<file path="config.mk">
export PLATFORM = sky130hd
export DESIGN_NAME = sec_lock_core
export DESIGN_NICKNAME = d
export VERILOG_FILES = /design/src/sec_lock_pkg.sv /design/src/sec_lock_core.sv
export SDC_FILE = /design/constraint.sdc
export NUM_CORES = 2
export LEC_CHECK = 0
export BUFFER_PORTS_ARGS = -buffer_cell sky130_fd_sc_hd__buf_2
export CORE_MARGIN = 1.5
export CORE_UTILIZATION = 40
export DETAILED_ROUTE_END_ITERATION = 6
export PLACE_DENSITY_LB_ADDON = 0.15
export SETUP_SLACK_MARGIN = 0.15
export SLEW_MARGIN = 20
export SYNTH_ARGS = -nofsm -noshare
export SYNTH_HDL_FRONTEND = slang
export SYNTH_SLANG_ARGS = --single-unit
export TNS_END_PERCENT = 20
</file>
<file path="constraint.sdc">
create_clock -name mclk_in -period 27.1 [get_ports mclk_in]
set_input_delay 4.065 -clock mclk_in [delete_from_list [all_inputs] [get_ports mclk_in]]
set_output_delay 4.065 -clock mclk_in [all_outputs]
set_load 0.01 [all_outputs]
</file>
<file path="src/sec_lock_pkg.sv">
// Constants, field layouts and carriers for the drive security-lock block.
// Assumes a task-file front end that hands over opcodes and data words
// already synchronised to the drive's internal clock.
package sec_lock_pkg;

  // ----------------------------------------------------------------------
  // Command opcodes
  // ----------------------------------------------------------------------
  localparam logic [7:0] OP_FREEZE_LOCK  = 8'hF5;
  localparam logic [7:0] OP_SET_PASSWORD = 8'hF1;
  localparam logic [7:0] OP_UNLOCK       = 8'hF2;
  localparam logic [7:0] OP_DISABLE_PW   = 8'hF6;
  localparam logic [7:0] OP_ERASE_UNIT   = 8'hF4;

  // ----------------------------------------------------------------------
  // Status and error bit positions
  // ----------------------------------------------------------------------
  localparam int BIT_BUSY    = 7;
  localparam int BIT_READY   = 6;
  localparam int BIT_XFER    = 3;
  localparam int BIT_ERR     = 0;
  localparam int BIT_ABORTED = 2;

  // ----------------------------------------------------------------------
  // Parameter sector layout
  // ----------------------------------------------------------------------
  localparam int         CTL_MASTER_BIT = 0;
  localparam int         CTL_MAX_BIT    = 8;
  localparam logic [7:0] WORD_CTL       = 8'h00;
  localparam logic [7:0] WORD_PW_FIRST  = 8'h01;
  localparam logic [7:0] WORD_PW_LAST   = 8'h10;
  localparam logic [7:0] WORD_REV_LO    = 8'h11;
  localparam logic [7:0] WORD_REV_HI    = 8'h12;
  localparam logic [7:0] WORD_LAST      = 8'hFF;
  localparam int         PW_BITS        = 256;

  // ----------------------------------------------------------------------
  // Reset values
  // ----------------------------------------------------------------------
  localparam logic [15:0] REV_DEFAULT   = 16'hFFFE;
  localparam logic [7:0]  STATUS_RESET  = 8'h40;
  localparam logic [7:0]  ERROR_RESET   = 8'h00;

  // ----------------------------------------------------------------------
  // Carriers
  // ----------------------------------------------------------------------
  typedef enum logic [2:0] {PH_IDLE, PH_DECODE, PH_XFER, PH_APPLY} phase_e;

  typedef struct packed {
    logic               is_master;
    logic [PW_BITS-1:0] password;
  } pw_cmp_s;

endpackage : sec_lock_pkg

</file>
<file path="src/sec_lock_core.sv">
// Security freeze-lock and set-password command engine of the drive.
// Assumes opcodes, data words and reset events arrive on mclk_in from
// the drive's own task-file logic; nrst_in stands for power-on reset.
`timescale 1ns/1ps

// Overview of operation
// - Freeze-lock opcode enters frozen state at once, no data phase.
// - While frozen, set-password, unlock, disable and erase are rejected.
// - Frozen state lasts until power off; nothing else clears it.
// - Set-password stores master or user password per control word.
// - User password arms lock; locking follows next COMRESET with SSP disabled, or power-on.
// - Master-only password is recorded but never causes locking.
// - Set-password takes exactly one sector of host data.
// - Control bit 0 picks master/user; bit 8 picks maximum/high level.
// - Password is words 1 to 16; all 32 bytes count.
// - Revision code from word 17 only when master is selected.
// - Stored revision code is reported as identify word 92.
// - Revision code reads FFFEh until one has been written.
// - User/high: user or master password may unlock.
// - Master identifier stores master password without enabling lock.
// - User/maximum: master kept but refused; only user password unlocks.
// - At maximum level, erase sequence is the fallback unlock path.
module sec_lock_core (
  // Clock and reset
  input  wire logic                    mclk_in,
  input  wire logic                    nrst_in,
  input  wire logic                    nv_init_in,
  // Link reset from the interface
  input  wire logic                    comreset_in,
  input  wire logic                    ssp_disabled_in,
  // Command register
  input  wire logic                    cmd_valid_in,
  input  wire logic [7:0]              cmd_opcode_in,
  // Parameter data words
  input  wire logic                    data_valid_in,
  input  wire logic [15:0]             data_in,
  // Password comparison for unlock logic
  input  wire logic                    cmp_valid_in,
  input  wire sec_lock_pkg::pw_cmp_s   cmp_in,
  input  wire logic                    erase_done_in,
  // Task-file answers
  output logic [7:0]                   drive_condition_flags_out,
  output logic [7:0]                   fault_cause_flags_out,
  output logic [15:0]                  rev_code_out,
  // Security state
  output logic                         frozen_out,
  output logic                         lock_enabled_out,
  output logic                         locked_out,
  output logic                         max_level_out,
  output logic                         cmp_done_out,
  output logic                         cmp_match_out
);
  import sec_lock_pkg::*;

  // ----------------------------------------------------------------------
  // State
  // ----------------------------------------------------------------------
  typedef struct packed {
    phase_e             phase;
    logic               frozen;
    logic               lock_en;
    logic               locked;
    logic               max_lvl;
    logic               user_set;
    logic               master_set;
    logic [PW_BITS-1:0] user_pw;
    logic [PW_BITS-1:0] master_pw;
    logic [15:0]        rev;
    logic [15:0]        ctl;
    logic [PW_BITS-1:0] pw_buf;
    logic [15:0]        rev_buf;
    logic [7:0]         wcnt;
    logic [7:0]         status;
    logic [7:0]         error;
    logic               cmp_done;
    logic               cmp_match;
    logic [7:0]         pend_op;
  } state_s;

  state_s st;
  state_s next_st;

  // Builds a status byte from the three live conditions
  function automatic logic [7:0] status_byte(input logic busy,
                                             input logic xfer,
                                             input logic err);
    logic [7:0] b;
    b              = 8'h00;
    b[BIT_BUSY]    = busy;
    b[BIT_READY]   = ~busy;
    b[BIT_XFER]    = xfer;
    b[BIT_ERR]     = err;
    return b;
  endfunction : status_byte

  // Error byte with only the aborted cause
  function automatic logic [7:0] abort_byte(input logic aborted_command_flag);
    logic [7:0] b;
    b              = 8'h00;
    b[BIT_ABORTED] = aborted_command_flag;
    return b;
  endfunction : abort_byte

  logic cmd_take;
  logic is_guarded;

  // ----------------------------------------------------------------------
  // Next-state logic
  // ----------------------------------------------------------------------
  assign cmd_take   = cmd_valid_in && (st.phase == PH_IDLE);
  assign is_guarded = (cmd_opcode_in == OP_SET_PASSWORD) ||
                      (cmd_opcode_in == OP_UNLOCK) ||
                      (cmd_opcode_in == OP_DISABLE_PW) ||
                      (cmd_opcode_in == OP_ERASE_UNIT);

  always_comb begin
    next_st          = st;
    next_st.cmp_done = 1'b0;
    if (!nrst_in) begin
      // Power-on: volatile state clears, stored lock state applies
      next_st.phase     = PH_IDLE;
      next_st.frozen    = 1'b0;
      next_st.locked    = nv_init_in ? 1'b0 : st.lock_en;
      next_st.ctl       = 16'h0000;
      next_st.pw_buf    = '0;
      next_st.rev_buf   = 16'h0000;
      next_st.wcnt      = 8'h00;
      next_st.status    = STATUS_RESET;
      next_st.error     = ERROR_RESET;
      next_st.cmp_match = 1'b0;
      next_st.pend_op   = 8'h00;
      if (nv_init_in) begin
        // Factory state of the media-held fields
        next_st.lock_en    = 1'b0;
        next_st.max_lvl    = 1'b0;
        next_st.user_set   = 1'b0;
        next_st.master_set = 1'b0;
        next_st.user_pw    = '0;
        next_st.master_pw  = '0;
        next_st.rev        = REV_DEFAULT;
      end
    end else if (comreset_in) begin
      // Link reset ends any command; frozen survives until power off
      next_st.phase  = PH_IDLE;
      next_st.wcnt   = 8'h00;
      next_st.status = status_byte(1'b0, 1'b0, 1'b0);
      next_st.error  = ERROR_RESET;
      if (ssp_disabled_in)
        next_st.locked = st.lock_en;
    end else begin
      // Erase done: lock released, master kept; a same-cycle set wins
      if (erase_done_in) begin
        next_st.lock_en  = 1'b0;
        next_st.locked   = 1'b0;
        next_st.user_set = 1'b0;
        next_st.max_lvl  = 1'b0;
      end
      case (st.phase)
        PH_IDLE: begin
          if (cmd_take) begin
            next_st.pend_op = cmd_opcode_in;
            next_st.phase   = PH_DECODE;
            next_st.status  = status_byte(1'b1, 1'b0, 1'b0);
            next_st.error   = ERROR_RESET;
          end
        end
        PH_DECODE: begin
          next_st.phase = PH_IDLE;
          if (st.pend_op == OP_FREEZE_LOCK) begin
            next_st.frozen = 1'b1;
            next_st.status = status_byte(1'b0, 1'b0, 1'b0);
          end else if (st.frozen) begin
            // Any command but freeze-lock while frozen: abort and drop busy
            next_st.status = status_byte(1'b0, 1'b0, 1'b1);
            next_st.error  = abort_byte(1'b1);
          end else if (st.pend_op == OP_SET_PASSWORD) begin
            next_st.phase  = PH_XFER;
            next_st.wcnt   = 8'h00;
            next_st.status = status_byte(1'b0, 1'b1, 1'b0);
          end else begin
            next_st.status = status_byte(1'b0, 1'b0, 1'b0);
          end
        end
        PH_XFER: begin
          if (data_valid_in) begin
            // One sector of 256 words steers the command
            if (st.wcnt == WORD_CTL)
              next_st.ctl = data_in;
            if (st.wcnt >= WORD_PW_FIRST && st.wcnt <= WORD_PW_LAST)
              next_st.pw_buf[{4'(st.wcnt - WORD_PW_FIRST), 4'h0} +: 16] =
                data_in;
            if (st.wcnt == WORD_REV_LO)
              next_st.rev_buf = data_in;
            next_st.wcnt = st.wcnt + 8'h01;
            if (st.wcnt == WORD_LAST) begin
              next_st.phase  = PH_APPLY;
              next_st.status = status_byte(1'b1, 1'b0, 1'b0);
            end
          end
        end
        PH_APPLY: begin
          next_st.phase  = PH_IDLE;
          next_st.status = status_byte(1'b0, 1'b0, 1'b0);
          if (st.ctl[CTL_MASTER_BIT]) begin
            // Master entry: store password and code, lock untouched
            next_st.master_pw  = st.pw_buf;
            next_st.master_set = 1'b1;
            next_st.rev        = st.rev_buf;
          end else begin
            // User entry: arm lock, stay unlocked until a reset
            next_st.user_pw  = st.pw_buf;
            next_st.user_set = 1'b1;
            next_st.lock_en  = 1'b1;
            next_st.max_lvl  = st.ctl[CTL_MAX_BIT];
          end
        end
        default: begin
          next_st.phase = PH_IDLE;
        end
      endcase
      // Full 32-byte comparison; master refused at maximum level
      if (cmp_valid_in) begin
        next_st.cmp_done  = 1'b1;
        next_st.cmp_match = cmp_in.is_master ?
          (st.master_set && !st.max_lvl &&
           cmp_in.password == st.master_pw) :
          (st.user_set && cmp_in.password == st.user_pw);
      end
    end
  end

  // ----------------------------------------------------------------------
  // State registers
  // ----------------------------------------------------------------------
  always_ff @(posedge mclk_in) begin
    st <= next_st;
  end

  // Outputs straight from the state flip-flops
  assign drive_condition_flags_out = st.status;
  assign fault_cause_flags_out     = st.error;
  assign rev_code_out              = st.rev;
  assign frozen_out                = st.frozen;
  assign lock_enabled_out          = st.lock_en;
  assign locked_out                = st.locked;
  assign max_level_out             = st.max_lvl;
  assign cmp_done_out              = st.cmp_done;
  assign cmp_match_out             = st.cmp_match;

  // ----------------------------------------------------------------------
  // Checks
  // ----------------------------------------------------------------------
  property p_freeze_now;
    @(posedge mclk_in) disable iff (!nrst_in)
      cmd_take && cmd_opcode_in == OP_FREEZE_LOCK && !comreset_in
      ##1 !comreset_in |=> frozen_out && !drive_condition_flags_out[BIT_XFER];
  endproperty
  a_freeze_now: assert property (p_freeze_now)
    else $error("freeze-lock did not freeze in two cycles");

  property p_frozen_abort;
    @(posedge mclk_in) disable iff (!nrst_in)
      cmd_take && is_guarded && st.frozen && !comreset_in
      ##1 !comreset_in |=> fault_cause_flags_out[BIT_ABORTED] &&
      drive_condition_flags_out[BIT_ERR] &&
      !drive_condition_flags_out[BIT_BUSY];
  endproperty
  a_frozen_abort: assert property (p_frozen_abort)
    else $error("guarded command while frozen was not aborted");

  property p_frozen_stays;
    @(posedge mclk_in) disable iff (!nrst_in)
      frozen_out |=> frozen_out;
  endproperty
  a_frozen_stays: assert property (p_frozen_stays)
    else $error("frozen state cleared without power off");

  property p_user_arms;
    @(posedge mclk_in) disable iff (!nrst_in)
      st.phase == PH_APPLY && !st.ctl[CTL_MASTER_BIT] && !comreset_in &&
      !erase_done_in |=> lock_enabled_out && locked_out == $past(locked_out);
  endproperty
  a_user_arms: assert property (p_user_arms)
    else $error("user password did not arm lock or locked at once");

  property p_master_no_lock;
    @(posedge mclk_in) disable iff (!nrst_in)
      st.phase == PH_APPLY && st.ctl[CTL_MASTER_BIT] && !erase_done_in &&
      !comreset_in |=> $stable(lock_enabled_out) &&
      rev_code_out == $past(st.rev_buf);
  endproperty
  a_master_no_lock: assert property (p_master_no_lock)
    else $error("master password changed lock or missed revision code");

  property p_rev_kept;
    @(posedge mclk_in) disable iff (!nrst_in)
      st.phase == PH_APPLY && !st.ctl[CTL_MASTER_BIT]
      |=> $stable(rev_code_out);
  endproperty
  a_rev_kept: assert property (p_rev_kept)
    else $error("user password altered revision code");

  property p_comreset_lock;
    @(posedge mclk_in) disable iff (!nrst_in)
      comreset_in && ssp_disabled_in |=> locked_out == $past(lock_enabled_out);
  endproperty
  a_comreset_lock: assert property (p_comreset_lock)
    else $error("COMRESET did not apply armed lock");

  property p_master_refused;
    @(posedge mclk_in) disable iff (!nrst_in)
      cmp_valid_in && cmp_in.is_master && max_level_out && !comreset_in
      |=> cmp_done_out && !cmp_match_out;
  endproperty
  a_master_refused: assert property (p_master_refused)
    else $error("master password accepted at maximum level");

  property p_one_sector;
    @(posedge mclk_in) disable iff (!nrst_in)
      st.phase == PH_XFER && data_valid_in && st.wcnt == WORD_LAST &&
      !comreset_in |=> drive_condition_flags_out[BIT_BUSY] &&
      !drive_condition_flags_out[BIT_XFER];
  endproperty
  a_one_sector: assert property (p_one_sector)
    else $error("transfer request not dropped after 256th word");

  property p_erase_release;
    @(posedge mclk_in) disable iff (!nrst_in)
      erase_done_in && st.phase != PH_APPLY && !comreset_in
      |=> !lock_enabled_out && !locked_out;
  endproperty
  a_erase_release: assert property (p_erase_release)
    else $error("erase sequence did not release the lock");

  property p_xfer_open;
    @(posedge mclk_in) disable iff (!nrst_in)
      cmd_take && cmd_opcode_in == OP_SET_PASSWORD && !st.frozen &&
      !comreset_in ##1 !comreset_in |=>
      drive_condition_flags_out[BIT_XFER] &&
      !drive_condition_flags_out[BIT_BUSY];
  endproperty
  a_xfer_open: assert property (p_xfer_open)
    else $error("set-password did not open its data phase");

endmodule : sec_lock_core

</file>
After elaboration in Yosys (flattened, before gate mapping)
Cells that the tools add are included.
{"block": "totals", "reg_bits": 859, "out_inout_bits": 38, "wordCells": 121}
{"block": "op_classes", "n_addsub": 3, "order_cmp": 2, "eq_ne": 22, "shifts": 2, "mux": 44, "n_bitwise": 2, "n_reduce_logical": 27}
{"cell": "$mux W531", "n": 2}
{"cell": "$mux W845", "n": 1}
{"cell": "$mux W819", "n": 1}
{"cell": "$eq A256 B256 Y1", "n": 2}
{"cell": "$mux W256", "n": 2}
{"cell": "$mux W304", "n": 1}
{"cell": "$mux W288", "n": 1}
{"cell": "$mux W272", "n": 1}
{"cell": "$bwmux W256", "n": 1}
{"cell": "$shift A16 B10 Y256 const A", "n": 1}
{"cell": "$shiftx A16 B10 Y256", "n": 1}
{"cell": "$mux W16", "n": 3}
{"cell": "$mux W8", "n": 6}
{"cell": "$pmux W8 S2", "n": 2}
{"cell": "$pmux W8 S4", "n": 1}
{"cell": "$reduce_and A4 Y1", "n": 7}
{"cell": "$eq A8 B8 Y1 const B", "n": 3}
{"cell": "$mux W24", "n": 1}
{"cell": "$ne A2 B2 Y1 const B", "n": 9}
{"cell": "$mux W4", "n": 4}
{"cell": "$mux W2", "n": 5}
{"cell": "$neg A8 Y10", "n": 1}
{"cell": "$mux W3", "n": 3}
{"cell": "$pmux W3 S3", "n": 1}
{"cell": "other kinds (22)", "n": 42}

Depth between registers and ports, before layout
{"block": "depth", "depth_word": 9, "ltp_mapped": 13}

Least setup slack after synthesis
OpenSTA, ideal clock, no wires.
{"block": "synth_path", "path_kind": "input to register", "start": "in nrst_in", "end": "reg st[594] (netlist bit), enable pin", "setup_ns": 1.227, "arrival_ns": 22.404, "setup_slack_ns": 3.469, "cell_stages": 4, "cell_sequence": "clkbuf_1 -> nand2b_1 -> clkbuf_1 -> o21ai_0"}
{"block": "synth_via", "elab_chain_cells": 2, "elab_cells_between_ends": 5}
{"element": "start: declaration", "line": "sec_lock_core.sv:26", "source": "input wire logic nrst_in,"}
{"element": "$ne A2 B2 Y1 (no line) (tied with other cells)"}
{"element": "$reduce_and A4 Y1 (no line) (*)"}
{"element": "end signal: assignment", "line": "sec_lock_core.sv:236", "source": "st <= next_st;"}
{"element": "end: declaration", "line": "sec_lock_core.sv:80", "source": "state_s st;"}
Mark *: on every way between the ends. The rest lies on a longest branch, timed or not.
A chain may end at the register's enable or synchronous reset.

Worst setup path after layout
{"block": "layout_path", "start": "in nrst_in", "end": "reg st[414] (netlist bit), enable pin"}
{"block": "layout_via", "elab_chain_cells": 2, "elab_cells_between_ends": 5}
{"element": "$ne A2 B1 Y1 (no line) (tied with other cells)"}
{"element": "$reduce_and A4 Y1 (no line) (*)"}
Marked as above.

==> results.md <==
* Die span in x at 306 µm
* Worst min path class: reg2reg
* Post-layout util at 0.464
* Fillers at 8434
* First-pass GRT wire length at 213 mm
* Synth-to-Final Area Change at 15.3%
* Worst reg2reg path startpoint: st[856]
* PwrDens at 68.5 nW/µm²
* End of the worst hold path: st[253]
* Sequential area share after synthesis at 0.599
* Synth top area share at 0.435
* Fin. max-slew vios at 0
* CTS tree: done
* Critical path class: in2reg
* Clk_lat worst skew at 0.66 ns
* CP startpoint kind: input port
* Worst Path Required at 27.37 ns
* Initial core utilization at 0.402
* CP Max Fanout at 158
* Setup TNS at 0 ns
* FF+latch count, synth at 833
* Warnings from Yosys at 0
* Die height at 306 µm
* Unrepaired setup endpoints after global routing: false
* Final Cycle Share at 0.295
* Pwr Total at 2.90 mW
* Area leader, netlist: edfxtp_1
* Dpl hpwl at 117 mm
* Max VDD drop at 49.3 µV
* Layout cells sized above 1 at 0.158
* Gr usage total at 0.334
* Initial DRC count at 3484
* Hold_buf cts at 0
* Post-CTS setup buffers at 0
* Final hold viol count at 0
* Vias in the first global route at 25361
* Least-Margin Pin Slew at 1.35 ns
* Clock buffer count from CTS at 90
* Min-delay src: st[253]
* Relative slew margins at 0.0925
* Synthesized area at 36800 µm²
* # setup viols final at 0
* Crit. End Element: flop
* R2R setup slack at 22.46 ns
* Initial antenna violation count at 15
* Dpl ws at 18.31 ns
* Mean routed wirelength per cell at 34.9 µm
* Reg clk slew, reported paths at 0.06 ns
* Post-synth EDFFs at 533
* # H-tree levels at 3
* Clock sink count at 833
* Status: finished clean
* Post-route ant nets at 0
* R2R depth at 6
* Setup WS post-layout at 19.10 ns
* Most common cell in the netlist: edfxtp_1
* Ranking of synthesized cells by area: edfxtp_1 44%, dfxtp_1 16%, xor2_1 5.4%
* Top FF cell, synth: edfxtp_1
* DRT Pass-1 Iters at 6
* Final Wtd Congestion at 1.03
* DRC Markers at 0
* Resize count post-CTS at 0
* RR Endpoint: st[414]
* Drt total wl at 160 mm
* Largest net degree at the start of global routing at 182
* # rows at 111
* Fin nets at 3605
* Fmax achieved at 0.125 GHz
* Boundary Pins at 328
* Core Footprint at 91400 µm²
* Root buf cell: clkbuf_16
* Die area at 93700 µm²
* Hold Path Cell Cnt at 2
* Leak at 15.8 nW
* Worst Clk Skew at 0.0148 ns
* Gate Count Post-Synth at 3047
* Avg Inst Size Synth at 12.1 µm²
* Vias per cell at 5.80
* Yosys cell types at 67
* Clock Path Buffers at 3
* IO buf count at 316
* Synth async-reset ratio at 0
* Via count at 26541
* Critical path arrival at 8.27 ns
* Period minus WS final at 8.00 ns
* Grt total ovfl at 0
* Max_cap viols at 0
* Post-synth top cells: 533 x edfxtp_1, 300 x dfxtp_1, 260 x and3_1
* Worst Hold Margin at 0.449 ns
-- final cells by class --
class	count	area, µm²	share of cell area
Multi-Input combinational cell	1912	13500	0.319
Clock buffer	116	2450	0.0578
Tap cell	1186	1480	0.0350
Sequential cell	833	22000	0.519
Inverter	120	450	0.0106
Antenna cell	6	15.0	0.000354
Timing Repair Buffer	346	1850	0.0437
Clock inverter	54	599	0.0141
-- worst max path at each step --
| stage | start | to |
|---|---|---|
| final | nrst_in | st[414] |
| after CTS | nrst_in | st[404] |
| after detailed placement | nrst_in | st[398] |
| after global placement | nrst_in | st[467] |
| after floorplan | nrst_in | st[594] |
| after global routing | nrst_in | st[414] |
-- flip-flops by register name, indices dropped and copies added, names as in the netlist --
name	flops
rev_code_out	16
fault_cause_flags_out	1
frozen_out	1
drive_condition_flags_out	4
cmp_match_out	1
lock_enabled_out	1
max_level_out	1
st	806
locked_out	1
cmp_done_out	1
-- layer usage --
layer / vias up / GRT usage / wire (µm) / part of all wire
met3: 256 / 0.0547 / 14300 / 0.090
met5: - / 0 / 46 / 0.00029
li1: 11373 / - / - / -
met4: 8 / 0.137 / 7290 / 0.046
met2: 1526 / 0.534 / 73100 / 0.46
met1: 13378 / 0.452 / 64900 / 0.41
-- power by group --
| group | switching (mW) | leakage (nW) | internal, mW |
|---|---|---|---|
| clock | 0.543 | 1.49 | 0.731 |
| sequential | 0.0167 | 7.34 | 1.38 |
| combinational | 0.169 | 6.93 | 0.0647 |
| total | 0.730 | 15.8 | 2.17 |
-- per-stage QoR --
step,cell area [µm²],cells
after CTS,42400,4567
after detailed placement,39300,4397
final,42400,4573
after global routing,42400,4567
after floorplan,36800,3057
after global placement,39300,4397
-- cells by family (layout without fill, tap and decap cells) --
kind of cell	after synthesis	after routing	share of synthesized area
other	1	17	0.000102
xor gates and xnor gates	391	391	0.0939
adders and majority gates	12	12	0.00408
AOI/OAI and AO/OA	269	269	0.0558
muxes	156	156	0.0425
and+or+nand+nor	1073	1073	0.167
DFF	833	833	0.599
buffers and inverters	312	636	0.0378
-- worst max-delay path, stage by stage --
cell and delay (ns):
buf_6 0.54, nor2b_4 0.30, and2_1 0.60, nand2_1 0.23, nand2_4 0.67, buf_12 0.67, buf_4 0.89
-- layout by cell type, fill, tap and decap left out, drive strengths merged, types with 3 or more instances in the layout --
cell	n
clkinv	38
edfxtp	533
xor2	227
o22ai	36
a22o	16
o2111ai	11
nor2	38
nand2b	42
mux2i	156
bufinv	9
a2111oi	15
nand4	67
a22oi	3
or2	3
dfxtp	300
diode	6
nand3	141
conb	11
o2bb2ai	16
or4	4
clkinvlp	6
nor2b	187
and2	35
nand2	191
nor3	12
inv	121
nor4	81
buf	346
xnor2	164
a21oi	9
ha	12
a21boi	128
a221oi	13
o21ai	7
clkbuf	116
and3	260
(Power assumes the default switching activity.)
